<file path="config.mk">
export PLATFORM = sky130hd
export DESIGN_NAME = kbdhi_host_if
export DESIGN_NICKNAME = d
export VERILOG_FILES = /design/src/kbdhi_pkg.sv /design/src/kbdhi_host_if.sv /design/src/kbdhi_fifo.sv
export SDC_FILE = /design/constraint.sdc
export NUM_CORES = 1
export LEC_CHECK = 0
export ABC_AREA = 0
export BUFFER_PORTS_ARGS = -buffer_cell sky130_fd_sc_hd__buf_2
export CAP_MARGIN = 20
export CORE_UTILIZATION = 60
export CTS_CLUSTER_SIZE = 12
export DETAILED_ROUTE_END_ITERATION = 16
export PLACE_DENSITY = 0.81
export SLEW_MARGIN = 20
export SYNTH_ARGS = -nofsm -noshare
export SYNTH_HDL_FRONTEND = slang
export SYNTH_HIERARCHICAL = 1
export SYNTH_SLANG_ARGS = --single-unit
</file>
<file path="constraint.sdc">
create_clock -name clk_in -period 3.9 [get_ports clk_in]
set_input_delay 0.195 -clock clk_in [delete_from_list [all_inputs] [get_ports clk_in]]
set_output_delay 0.195 -clock clk_in [all_outputs]
set_load 0.02 [all_outputs]
</file>
<file path="src/kbdhi_pkg.sv">
/*
 * kbdhi_pkg: constants shared by the keyboard host mailbox and its fifo.
 * assumes nothing of its surroundings; used by package::name only.
 */
package kbdhi_pkg;
    // ----------------------------------------
    // host i/o addresses
    // ----------------------------------------
    localparam logic [7:0] DATA_PORT_ADDR = 8'h60;
    localparam logic [7:0] CTL_PORT_ADDR = 8'h64;
    localparam int SA2_BIT = 2;
    // ----------------------------------------
    // status byte layout and reset
    // ----------------------------------------
    localparam int STAT_OBF_BIT = 0;
    localparam int STAT_IBF_BIT = 1;
    localparam int STAT_CD_BIT = 3;
    localparam logic [7:0] STATUS_RESET = 8'h00;
    localparam logic [7:0] PORT2_RESET = 8'hff;
    // ----------------------------------------
    // port-2 bit positions
    // ----------------------------------------
    localparam int P2_A20_BIT = 1;
    localparam int P2_ADAT_BIT = 2;
    localparam int P2_ACLK_BIT = 3;
    localparam int P2_KBD_IRQ_OUT_BIT = 4;
    localparam int P2_AIRQ_BIT = 5;
    localparam int P2_KBD_CLOCK_LINE_BIT = 6;
    localparam int P2_KBD_DATA_LINE_BIT = 7;
    // ----------------------------------------
    // fifo shape
    // ----------------------------------------
    localparam int FIFO_WIDTH = 8;
    localparam int FIFO_DEPTH = 16;
    // ----------------------------------------
    // power state
    // ----------------------------------------
    typedef enum logic [1:0] {
        PWR_RUN,
        PWR_SOFT,
        PWR_HARD
    } kbdhi_pwr_t;
endpackage

</file>
<file path="src/kbdhi_host_if.sv">
/*
 * kbdhi_host_if: host mailbox of the embedded keyboard controller, with its
 * interrupt gating, open-drain serial lines and power-down wake logic.
 * assumes an isa-style strobe interface and a controller cpu port on clk_in.
 */
`timescale 1ns/1ps
module kbdhi_host_if (
    input wire logic clk_in,
    input wire logic nrst_in,
    // host isa side
    input wire logic [7:0] host_addr_in,
    input wire logic host_wr_in,
    input wire logic host_rd_in,
    input wire logic [7:0] host_wdata_in,
    output logic [7:0] host_rdata_out,
    output logic kbd_irq_out,
    output logic aux_irq_out,
    output logic a20_gate_out,
    // embedded cpu side
    input wire logic cpu_data_wr_in,
    input wire logic [7:0] cpu_wdata_in,
    input wire logic cpu_data_rd_in,
    output logic cpu_in_valid_out,
    output logic [7:0] cpu_input_buffer_out,
    output logic cpu_out_ready_out,
    input wire logic cpu_status_wr_in,
    output logic [7:0] cpu_status_out,
    input wire logic cpu_port2_wr_in,
    output logic [7:0] cpu_port2_out,
    input wire logic cpu_en_flags_in,
    input wire logic cpu_ibf_int_en_in,
    input wire logic cpu_halt_in,
    input wire logic cpu_stop_in,
    output logic ibf_int_out,
    output logic alu_clk_en_out,
    output logic osc_en_out,
    output logic wake_call_out,
    output logic wake_next_out,
    output logic test_input_zero_out,
    output logic test_input_one_out,
    output logic port1_bit0_out,
    output logic port1_bit1_out,
    // open-drain serial lines
    input wire logic kbd_clock_line_in,
    output logic kbd_clock_line_out,
    output logic kbd_clock_line_oe_out,
    input wire logic kbd_data_line_in,
    output logic kbd_data_line_out,
    output logic kbd_data_line_oe_out,
    input wire logic aux_clock_line_in,
    output logic aux_clock_line_out,
    output logic aux_clock_line_oe_out,
    input wire logic aux_data_line_in,
    output logic aux_data_line_out,
    output logic aux_data_line_oe_out
);
    // ----------------------------------------
    // reset release
    // ----------------------------------------
    logic rst_meta;
    logic rst_n;

    always_ff @(posedge clk_in or negedge nrst_in) begin
        if (!nrst_in) begin
            rst_meta <= 1'b0;
            rst_n <= 1'b0;
        end else begin
            rst_meta <= 1'b1;
            rst_n <= rst_meta;
        end
    end

    // ----------------------------------------
    // host strobe decode
    // ----------------------------------------
    logic wr_q;
    logic rd_q;
    logic host_wr_pulse;
    logic host_rd_pulse;
    logic data_sel;
    logic ctl_sel;

    // strobes act once on their rising edge so a long isa cycle counts once
    always_ff @(posedge clk_in or negedge rst_n) begin
        if (!rst_n) begin
            wr_q <= 1'b0;
            rd_q <= 1'b0;
        end else begin
            wr_q <= host_wr_in;
            rd_q <= host_rd_in;
        end
    end

    assign data_sel = (host_addr_in == kbdhi_pkg::DATA_PORT_ADDR);
    assign ctl_sel = (host_addr_in == kbdhi_pkg::CTL_PORT_ADDR);
    assign host_wr_pulse = host_wr_in && !wr_q && (data_sel || ctl_sel);
    assign host_rd_pulse = host_rd_in && !rd_q;

    // ----------------------------------------
    // flags and persistent enable
    // ----------------------------------------
    logic flags_en;
    logic output_full_flag;
    logic input_full_flag;
    logic cmd_flag;
    logic [7:0] status_ud;
    logic [7:0] input_byte;
    logic [7:0] out_byte;
    logic [7:0] port2;
    logic fifo_out_valid;
    logic fifo_out_ready;
    logic [7:0] fifo_out_data;
    logic host_data_rd;
    logic [7:0] status_byte;

    always_ff @(posedge clk_in or negedge rst_n) begin
        if (!rst_n) begin
            flags_en <= 1'b0;
        end else if (cpu_en_flags_in) begin
            flags_en <= 1'b1;
        end
    end

    assign host_data_rd = host_rd_pulse && data_sel;

    // host input byte and input-full flag; a host write wins over a cpu read
    always_ff @(posedge clk_in or negedge rst_n) begin
        if (!rst_n) begin
            input_full_flag <= 1'b0;
            cmd_flag <= 1'b0;
            input_byte <= 8'h00;
        end else if (host_wr_pulse) begin
            input_byte <= host_wdata_in;
            input_full_flag <= 1'b1;
            cmd_flag <= host_addr_in[kbdhi_pkg::SA2_BIT];
        end else begin
            if (cpu_data_rd_in) begin
                input_full_flag <= 1'b0;
            end
            if (cpu_status_wr_in) begin
                cmd_flag <= cpu_wdata_in[kbdhi_pkg::STAT_CD_BIT];
            end
        end
    end

    // user bits of the status byte are cpu-owned
    always_ff @(posedge clk_in or negedge rst_n) begin
        if (!rst_n) begin
            status_ud <= kbdhi_pkg::STATUS_RESET;
        end else if (cpu_status_wr_in) begin
            status_ud <= cpu_wdata_in;
        end
    end

    // output-full follows the fifo head being presented to the host
    always_ff @(posedge clk_in or negedge rst_n) begin
        if (!rst_n) begin
            output_full_flag <= 1'b0;
            out_byte <= 8'h00;
        end else if (!output_full_flag && fifo_out_valid) begin
            output_full_flag <= 1'b1;
            out_byte <= fifo_out_data;
        end else if (host_data_rd && flags_en) begin
            output_full_flag <= 1'b0;
        end else if (cpu_status_wr_in) begin
            output_full_flag <= cpu_wdata_in[kbdhi_pkg::STAT_OBF_BIT];
        end
    end

    assign fifo_out_ready = !output_full_flag;

    // the fifo lets firmware queue bytes ahead of a slow host
    kbdhi_fifo #(
        .WIDTH(kbdhi_pkg::FIFO_WIDTH),
        .DEPTH(kbdhi_pkg::FIFO_DEPTH)
    ) u_out_fifo (
        .clk_in(clk_in),
        .rst_n_in(rst_n),
        .in_valid_in(cpu_data_wr_in),
        .in_ready_out(cpu_out_ready_out),
        .in_data_in(cpu_wdata_in),
        .out_valid_out(fifo_out_valid),
        .out_ready_in(fifo_out_ready),
        .out_data_out(fifo_out_data)
    );

    always_comb begin
        status_byte = status_ud;
        status_byte[kbdhi_pkg::STAT_OBF_BIT] = output_full_flag;
        status_byte[kbdhi_pkg::STAT_IBF_BIT] = input_full_flag;
        status_byte[kbdhi_pkg::STAT_CD_BIT] = cmd_flag;
    end

    // ----------------------------------------
    // host read data
    // ----------------------------------------
    always_ff @(posedge clk_in or negedge rst_n) begin
        if (!rst_n) begin
            host_rdata_out <= 8'h00;
        end else if (host_rd_pulse && ctl_sel) begin
            host_rdata_out <= status_byte;
        end else if (host_data_rd) begin
            host_rdata_out <= out_byte;
        end
    end

    // ----------------------------------------
    // port 2 and interrupt outputs
    // ----------------------------------------
    always_ff @(posedge clk_in or negedge rst_n) begin
        if (!rst_n) begin
            port2 <= kbdhi_pkg::PORT2_RESET;
        end else if (cpu_port2_wr_in) begin
            port2 <= cpu_wdata_in;
        end
    end

    // port2 resets high so the open-drain lines float, but kbd irq must start low
    logic port2_kbd_irq_out_seen;

    always_ff @(posedge clk_in or negedge rst_n) begin
        if (!rst_n) begin
            port2_kbd_irq_out_seen <= 1'b0;
        end else if (cpu_port2_wr_in) begin
            port2_kbd_irq_out_seen <= 1'b1;
        end
    end

    always_ff @(posedge clk_in or negedge rst_n) begin
        if (!rst_n) begin
            kbd_irq_out <= 1'b0;
            aux_irq_out <= 1'b0;
            a20_gate_out <= 1'b1;
        end else begin
            if (flags_en) begin
                kbd_irq_out <= port2[kbdhi_pkg::P2_KBD_IRQ_OUT_BIT] && output_full_flag;
                aux_irq_out <= port2[kbdhi_pkg::P2_AIRQ_BIT] && !input_full_flag;
            end else begin
                kbd_irq_out <= port2_kbd_irq_out_seen && port2[kbdhi_pkg::P2_KBD_IRQ_OUT_BIT];
                aux_irq_out <= port2_kbd_irq_out_seen && port2[kbdhi_pkg::P2_AIRQ_BIT];
            end
            a20_gate_out <= port2[kbdhi_pkg::P2_A20_BIT];
        end
    end

    assign cpu_status_out = status_byte;
    assign cpu_port2_out = port2;
    assign cpu_input_buffer_out = input_byte;
    assign cpu_in_valid_out = input_full_flag;
    assign ibf_int_out = input_full_flag && cpu_ibf_int_en_in;

    // ----------------------------------------
    // open-drain lines
    // ----------------------------------------
    // a port bit of one releases the line; zero pulls it low
    assign kbd_clock_line_out = 1'b0;
    assign kbd_data_line_out = 1'b0;
    assign aux_clock_line_out = 1'b0;
    assign aux_data_line_out = 1'b0;
    assign kbd_clock_line_oe_out = !port2[kbdhi_pkg::P2_KBD_CLOCK_LINE_BIT];
    assign kbd_data_line_oe_out = !port2[kbdhi_pkg::P2_KBD_DATA_LINE_BIT];
    assign aux_clock_line_oe_out = !port2[kbdhi_pkg::P2_ACLK_BIT];
    assign aux_data_line_oe_out = !port2[kbdhi_pkg::P2_ADAT_BIT];

    // three-stage sampling; a change counts once stages two and three agree
    logic [3:0] line_s1;
    logic [3:0] line_s2;
    logic [3:0] line_s3;
    logic [3:0] line_val;
    logic [3:0] line_raw;

    assign line_raw = {aux_data_line_in, aux_clock_line_in,
                       kbd_data_line_in, kbd_clock_line_in};

    genvar gi;
    generate
        for (gi = 0; gi < 4; gi++) begin : g_line
            always_ff @(posedge clk_in or negedge rst_n) begin
                if (!rst_n) begin
                    line_s1[gi] <= 1'b1;
                    line_s2[gi] <= 1'b1;
                    line_s3[gi] <= 1'b1;
                    line_val[gi] <= 1'b1;
                end else begin
                    line_s1[gi] <= line_raw[gi];
                    line_s2[gi] <= line_s1[gi];
                    line_s3[gi] <= line_s2[gi];
                    if (line_s2[gi] == line_s3[gi]) begin
                        line_val[gi] <= line_s3[gi];
                    end
                end
            end
        end
    endgenerate

    assign test_input_zero_out = line_val[0];
    assign port1_bit0_out = line_val[1];
    assign test_input_one_out = line_val[2];
    assign port1_bit1_out = line_val[3];

    // ----------------------------------------
    // power-down control
    // ----------------------------------------
    kbdhi_pkg::kbdhi_pwr_t pwr_state;
    kbdhi_pkg::kbdhi_pwr_t next_pwr_state;
    logic wake;

    assign wake = host_wr_pulse;

    always_comb begin
        next_pwr_state = pwr_state;
        case (pwr_state)
            kbdhi_pkg::PWR_RUN: begin
                if (cpu_stop_in) begin
                    next_pwr_state = kbdhi_pkg::PWR_HARD;
                end else if (cpu_halt_in) begin
                    next_pwr_state = kbdhi_pkg::PWR_SOFT;
                end
            end
            kbdhi_pkg::PWR_SOFT, kbdhi_pkg::PWR_HARD: begin
                if (wake) begin
                    next_pwr_state = kbdhi_pkg::PWR_RUN;
                end
            end
            default: begin
                next_pwr_state = kbdhi_pkg::PWR_RUN;
            end
        endcase
    end

    // reset exit returns to run; the core restarts at address zero on rst
    always_ff @(posedge clk_in or negedge rst_n) begin
        if (!rst_n) begin
            pwr_state <= kbdhi_pkg::PWR_RUN;
            wake_call_out <= 1'b0;
            wake_next_out <= 1'b0;
        end else begin
            pwr_state <= next_pwr_state;
            wake_call_out <= (pwr_state != kbdhi_pkg::PWR_RUN) && wake
                && cpu_ibf_int_en_in;
            wake_next_out <= (pwr_state != kbdhi_pkg::PWR_RUN) && wake
                && !cpu_ibf_int_en_in;
        end
    end

    // the timer and interrupt logic keep running in soft power-down
    assign alu_clk_en_out = (pwr_state == kbdhi_pkg::PWR_RUN);
    assign osc_en_out = (pwr_state != kbdhi_pkg::PWR_HARD);
endmodule

</file>
<file path="src/kbdhi_fifo.sv">
/*
 * kbdhi_fifo: flip-flop fifo with valid/ready on both sides.
 * assumes one clock and a synchronous-released active-low reset.
 */
`timescale 1ns/1ps
module kbdhi_fifo #(
    parameter int WIDTH = 8,
    parameter int DEPTH = 16
) (
    input wire logic clk_in,
    input wire logic rst_n_in,
    input wire logic in_valid_in,
    output logic in_ready_out,
    input wire logic [WIDTH-1:0] in_data_in,
    output logic out_valid_out,
    input wire logic out_ready_in,
    output logic [WIDTH-1:0] out_data_out
);
    localparam int AW = $clog2(DEPTH);
    logic [WIDTH-1:0] mem [DEPTH];
    logic [AW-1:0] wr_ptr;
    logic [AW-1:0] rd_ptr;
    logic [AW:0] count;
    logic push;
    logic pop;

    assign in_ready_out = (count != (AW+1)'(DEPTH));
    assign out_valid_out = (count != '0);
    assign push = in_valid_in && in_ready_out;
    assign pop = out_valid_out && out_ready_in;
    assign out_data_out = mem[rd_ptr];

    always_ff @(posedge clk_in) begin
        if (push) begin
            mem[wr_ptr] <= in_data_in;
        end
    end

    always_ff @(posedge clk_in or negedge rst_n_in) begin
        if (!rst_n_in) begin
            wr_ptr <= '0;
            rd_ptr <= '0;
            count <= '0;
        end else begin
            if (push) begin
                wr_ptr <= wr_ptr + 1'b1;
            end
            if (pop) begin
                rd_ptr <= rd_ptr + 1'b1;
            end
            count <= count + (AW+1)'(push) - (AW+1)'(pop);
        end
    end
endmodule

</file>
Word-level counts from Yosys, hierarchy flattened
Memory sizes are Yosys's and may differ from the RTL's. A register that Yosys moved wholly into a read port is not among the register bits.
Cells that the tools add are included.
W data, S select, Z words.
{"block": "word_totals", "output_inout_bits": 54, "word_cells": 108, "reg_bits": 77, "in_bits": 40, "mem_bits_rw": 128, "memories": 1}
{"memory": "u_out_fifo.mem", "words": 16, "width": 8, "read_ports": 1, "rd_ports_with_merged_regs": 1, "wr": 1, "line_no": "kbdhi_fifo.sv:20", "text": "logic [WIDTH-1:0] mem [DEPTH];"}
{"block": "classes", "n_eq_ne": 12, "n_mux": 17, "n_reduce_logical": 36, "add_sub_neg": 4}
{"operator": "$eq A8 B7 Y1 const B", "count": 2}
{"operator": "$logic_and A1 B1 Y1", "count": 16}
{"operator": "$mux W8", "count": 2}
{"operator": "$mux W1", "count": 11}
{"operator": "$logic_not A1 Y1", "count": 10}
{"operator": "$add A4 B1 Y4 const B", "count": 2}
{"operator": "$reduce_bool A2 Y1", "count": 4}
{"operator": "$mux W2", "count": 3}
{"operator": "$add A5 B1 Y5", "count": 1}
{"operator": "$ne A5 B5 Y1 const B", "count": 1}
{"operator": "$reduce_bool A5 Y1", "count": 1}
{"operator": "$sub A5 B1 Y5", "count": 1}
{"operator": "$eq A1 B1 Y1", "count": 4}
{"operator": "$ne A2 B2 Y1 const B", "count": 2}
{"operator": "$pmux W2 S2", "count": 1}
{"operator": "$ne A3 B3 Y1 const B", "count": 1}
{"operator": "$reduce_bool A3 Y1", "count": 1}
{"operator": "$eq A2 B1 Y1 const B", "count": 1}
{"operator": "$eq A2 B2 Y1 const B", "count": 1}
{"operator": "$logic_not A2 Y1", "count": 1}
{"operator": "$reduce_and A2 Y1", "count": 1}
{"operator": "$reduce_or A2 Y1", "count": 1}
{"operator": "$logic_or A1 B1 Y1", "count": 1}

Logic depth before layout (Yosys ltp)
{"block": "depth", "word_depth": 6, "depth_mapped": 15, "depth_no_buf": 14}

By module
Netlist, hierarchy kept.
{"mod": "kbdhi_fifo", "seq_area_each_um2": 4169.0, "area_per_inst_um2": 5748.0, "cells_each": 321, "instances": 1}
{"mod": "kbdhi_host_if", "seq_area_each_um2": 1757.9, "area_per_inst_um2": 2815.2, "cells_each": 209, "instances": 1}

Least setup slack after synthesis
OpenSTA, ideal clock, no wires.
{"block": "synth_timing", "kind": "reg-to-reg", "startpoint": "reg u_out_fifo.count[3]", "endpoint": "reg u_out_fifo.count[4]", "arrival_time_ns": 2.562, "n_path_buf": 1, "synth_period_minus_slack_ns": 2.642, "required_ns": 3.820, "setup_ns": 0.080, "setup_slack_ns": 1.258, "stages_incl_launch_ff": 15, "path_cell_list": "dfrtp_1 -> inv_1 -> ha_1 -> or4b_4 -> and2_4 -> buf_6 -> ha_1 -> inv_1 -> ha_1 -> inv_1 -> fa_1 -> inv_1 -> a21oi_1 -> o21bai_1 -> xnor2_1"}
{"block": "synth_via", "word_cells_on_any_way": 6, "cone_classes": "2 x add/sub; 1 x eq/ne; 3 x reduce/logical"}
{"element": "start, declared", "line_no": "kbdhi_fifo.sv:23", "text": "logic [AW:0] count;"}
{"element": "start signal, assigned", "line_no": "kbdhi_fifo.sv:51", "text": "count <= count + (AW+1)'(push) - (AW+1)'(pop);"}
{"element": "$reduce_bool A5 Y1", "line_no": "kbdhi_fifo.sv:28", "text": "assign out_valid_out = (count != '0);"}
{"element": "via fifo_out_valid", "line_no": "kbdhi_host_if.sv:110", "text": "logic fifo_out_valid;"}
{"element": "$logic_and A1 B1 Y1", "line_no": "kbdhi_fifo.sv:30", "text": "assign pop = out_valid_out && out_ready_in;"}
{"element": "via u_out_fifo.pop", "line_no": "kbdhi_fifo.sv:25", "text": "logic pop;"}
{"element": "$sub A5 B1 Y5", "line_no": "kbdhi_fifo.sv:51"}
The timed path passes the listed nets, and every way through them passes these cells.
A chain may end at the register's enable or synchronous reset.

Worst setup path after layout
{"block": "layout_timing", "startpoint": "reg u_out_fifo.count[3]", "endpoint": "reg u_out_fifo.count[4]"}
{"block": "layout_via", "word_cells_on_any_way": 6, "cone_classes": "2 x add/sub; 1 x eq/ne; 3 x reduce/logical"}
{"element": "$reduce_bool A5 Y1", "line_no": "kbdhi_fifo.sv:28"}
{"element": "via fifo_out_valid", "line_no": "kbdhi_host_if.sv:110"}
{"element": "$logic_and A1 B1 Y1", "line_no": "kbdhi_fifo.sv:30"}
{"element": "$sub A5 B1 Y5", "line_no": "kbdhi_fifo.sv:51"}
The timed path passes the listed nets, and every way through them passes these cells.

==> impl_metrics.py <==
metrics = {
    "logic_synthesis": {
        "ys_ff_latch": 210,
        "async_reset_ff_share_pct": 39.0,
        "synth_edf_count": 128,
        "ys_top_cells_by_area": "edfxtp_1 45%, dfrtp_1 17%, dfstp_2 7.7%",
        "syn_avg_cell_area_um2": 16.2,
        "synth_cells": 530,
        "syn_area_mm2": 0.00856,
        "synth-seq-area-share_pct": 69.2,
        "synth_ff_type": "edfxtp_1",
        "yosysWarnings": 6,
        "synth_top_area_cell": "edfxtp_1",
        "synth_cell_types": 50,
        "synth_top_area_share_pct": 44.9,
    },
    "clock_tree": {
        "cts_tree": "built",
        "post_cts_buffers": 0,
        "cts_buffers": 22,
        "clk_path_buf_depth": 3,
        "path_clk_slew_ns": 0.06,
        "htree_num_levels": 1,
        "clock_sinks": 210,
        "root_buffer": "clkbuf_16",
        "clkLatencyLatePin_ns": 0.49,
    },
    "timing": {
        "fin_crit_sh_pct": 73.6,
        "fin_ws_ns": 1.03,
        "fmax_ghz": 0.348,
        "slew_viol_final": 0,
        "finalSetupViolCount": 0,
        "rsz0062_at_grt": "no",
        "fin_tns_setup_ns": 0,
        "worst_pin_slew_ns": 0.924,
        "slew_headroom_pct": 38.3,
        "post-route-min-period_ns": 2.87,
        "skew_ns": 0.0192,
        "finalHoldViolCount": 0,
    },
    "global_route": {
        "grt_pass1_wl_um": 28700,
        "grt.total_usage_pct": 26.6,
        "grt_pass1_vias": 5201,
        "grt_antenna_before_repair": 1,
        "overflow": 0,
        "grt_max_degree": 81,
    },
    "floorplan": {
        "start_util_pct": 61.7,
        "ios": 94,
        "rows": 43,
        "die_h_um": 121,
        "core_region_area_mm2": 0.0139,
        "die_w_um": 121,
        "dieArea_mm2": 0.0148,
    },
    "hold_path": {
        "holdCritStartpoint": "cpu_halt_in",
        "hp-class": "primary input to flop",
    },
    "finish": {
        "drive_gt1_share_pct": 31.3,
        "post-route-util_pct": 72.1,
        "synthToLayoutAreaGrowth_pct": 16.8,
        "nets": 689,
    },
    "power": {
        "total_power_w": 0.00669,
        "p_leak_nw": 3.94,
        "p_sw_share_pct": 31.0,
        "p_switching_w": 0.00207,
        "power.density_mw_per_mm2": 669,
        "clockPowerShare_pct": 28.5,
        "ir_worst_vdd_mv": 0.493,
        "p_int_w": 0.00462,
        "comb_power_share_pct": 27.1,
        "power_frac_seq_pct": 44.3,
    },
    "worst_setup_path": {
        "crit_required_ns": 4.32,
        "endpoint_kind": "flop",
        "arrival_ns": 3.29,
        "crit-reg2reg-launch": "u_out_fifo/count[3]",
        "timing.rr.end": "u_out_fifo/count[4]",
        "r2r_slack_ns": 1.03,
        "path_cells": "inv_1 -> ha_1 -> or4b_4 -> and2_4 -> ha_1 -> inv_1 -> ha_1 -> inv_1 -> fa_1 -> inv_1 -> a21oi_1 -> o21bai_1 -> xnor2_1",
        "cpMostUsedCell": "inv_1",
        "reg2reg_depth": 13,
        "critPathLaunch": "u_out_fifo/count[3]",
        "crit_slowest_cell": "or4b_4",
        "critPathMaxStageDelay_ns": 0.46,
        "start_kind": "flop",
        "worstPathMaxFanout": 5,
        "crit_type": "flop to flop",
        "crit_end": "u_out_fifo/count[4]",
    },
    "route": {
        "routed_wl_um": 19200,
        "route.detailed.drc": 0,
        "antenna_left": 0,
        "vias": 5047,
        "wire_per_inst_um": 23.1,
        "drt_iter0_drc": 477,
        "viasPerCell": 6.07,
        "first_pass_iters": 5,
    },
    "place": {
        "portBuffers": 89,
        "place_congestion": 0.815,
        "hpwl_um": 11400,
        "place_ws_ns": 1.13,
    },
    "flow_run": {
        "drv_cap": 0,
    },
    "status": {
        "status": "finished, final reports clean",
    },
}
==> layout by cell type, fill, tap and decap left out, drive strengths merged, types with 3 or more instances in the layout <==
master and count:
a21oi 3, a22oi 8, mux2i 34, nand2b 5, nor4b 9, buf 98, maj3 4, nor3b 3
inv 25, dfrtp 57, ha 13, dfstp 25, dlygate4sd3 19, clkbuf 38, xor2 3, a221oi 17
nor4 6, edfxtp 128, xnor2 7, mux4 16, conb 5, a31oi 8, mux2 26, o21ai 14
o31ai 17, and2 12, nor2b 4, nor2 6, nand2 18
==> per-layer routing <==
layer | track usage [%] | wire length (um) | up-vias | share of wire (%)
li1 | - | - | 2211 | -
met1 | 32.9 | 7320 | 2543 | 38
met2 | 45.3 | 9860 | 228 | 51
met3 | 4.75 | 1160 | 65 | 6.1
met4 | 13.0 | 860 | 0 | 4.5
met5 | 0 | 0 | - | 0
==> worst max-delay path, delay by kind of cell (launching register included) <==
family	cells	cell delay (ns)
adders and majority gates	4	1.02
DFF	1	0.40
and+or+nand+nor	2	0.66
buffers and inverters	4	0.30
xor gates and xnor gates	1	0.14
AOI/OAI and AO/OA	2	0.26
==> power groups by stage <==
| stage | registers, W | clock network [W] | logic [W] |
|---|---|---|---|
| 2_1_floorplan | 0.00288 | 0 | 0.00135 |
| 3_3_place_gp | 0.00297 | 0 | 0.00167 |
| 3_5_place_dp | 0.00300 | 0 | 0.00174 |
| 4_1_cts | 0.00296 | 0.00193 | 0.00179 |
| 5_1_grt | 0.00299 | 0.00202 | 0.00195 |
| 6_report | 0.00297 | 0.00191 | 0.00181 |
==> how the worst min path moves through the flow <==
| stage | to | slack (ns) | depth (start not counted) |
|---|---|---|---|
| after floorplan | rst_meta | -0.10 | 0 |
| after global routing | pwr_state[0] | 0.02 | 3 |
| after detailed placement | rst_meta | -0.01 | 1 |
| after CTS | pwr_state[0] | 0.008 | 3 |
| after global placement | rst_meta | -0.02 | 1 |
| final | pwr_state[0] | 0.02 | 3 |
==> cell type report <==
class | count | area [um^2]
Clock inverter | 2 | 13.8
Fill cell | 837 | 3880
Clock buffer | 38 | 652
Timing Repair Buffer | 117 | 723
Antenna cell | 1 | 2.50
Tap cell | 180 | 225
Inverter | 25 | 93.8
Multi-Input combinational cell | 259 | 2360
Sequential cell | 210 | 5930
==> metrics by stage <==
stage,instance area (um^2),cells,hold WS [ns]
floorplan,8570,533,-0.101
global placement,9100,771,-0.0197
detailed placement,9100,771,-0.0135
CTS,9960,830,0.00824
global route,10000,832,0.0176
finish,10000,832,0.0184
==> synthesized netlist by cell type, drive strengths merged, types with 16 or more instances <==
| master | instances |
|---|---|
| o31ai | 17 |
| dfrtp | 57 |
| nand2 | 18 |
| edfxtp | 128 |
| mux2i | 34 |
| a221oi | 17 |
| mux2 | 26 |
| dfstp | 25 |
| mux4 | 16 |
| buf | 25 |
| inv | 25 |
==> cells by family after synthesis <==
group | Yosys count | share of synthesized area (%)
AO/OA/AOI/OAI | 74 | 6.25
multiplexers | 76 | 11.9
adder cells (fa/ha/maj) | 18 | 2.60
XOR/XNOR | 10 | 1.02
other | 2 | 0.0877
flip-flops | 210 | 69.2
AND/OR/NAND/NOR | 76 | 5.45
buffers and inverters | 64 | 3.51
==> flip-flops by register name, summed over array words and instances (netlist names), 5 cells and up <==
name	flops
u_out_fifo/mem	128
cpu_input_buffer_out	8
cpu_port2_out	8
host_rdata_out	8
out_byte	8
status_ud	5
u_out_fifo/count	5
==> what timing repair did <==
item	CTS	global route
resized for setup	0	0
setup endpoints to repair	0	0
endpoints found under the hold margin	21	0
hold buffers	19	0
(Power assumes the default switching activity.)
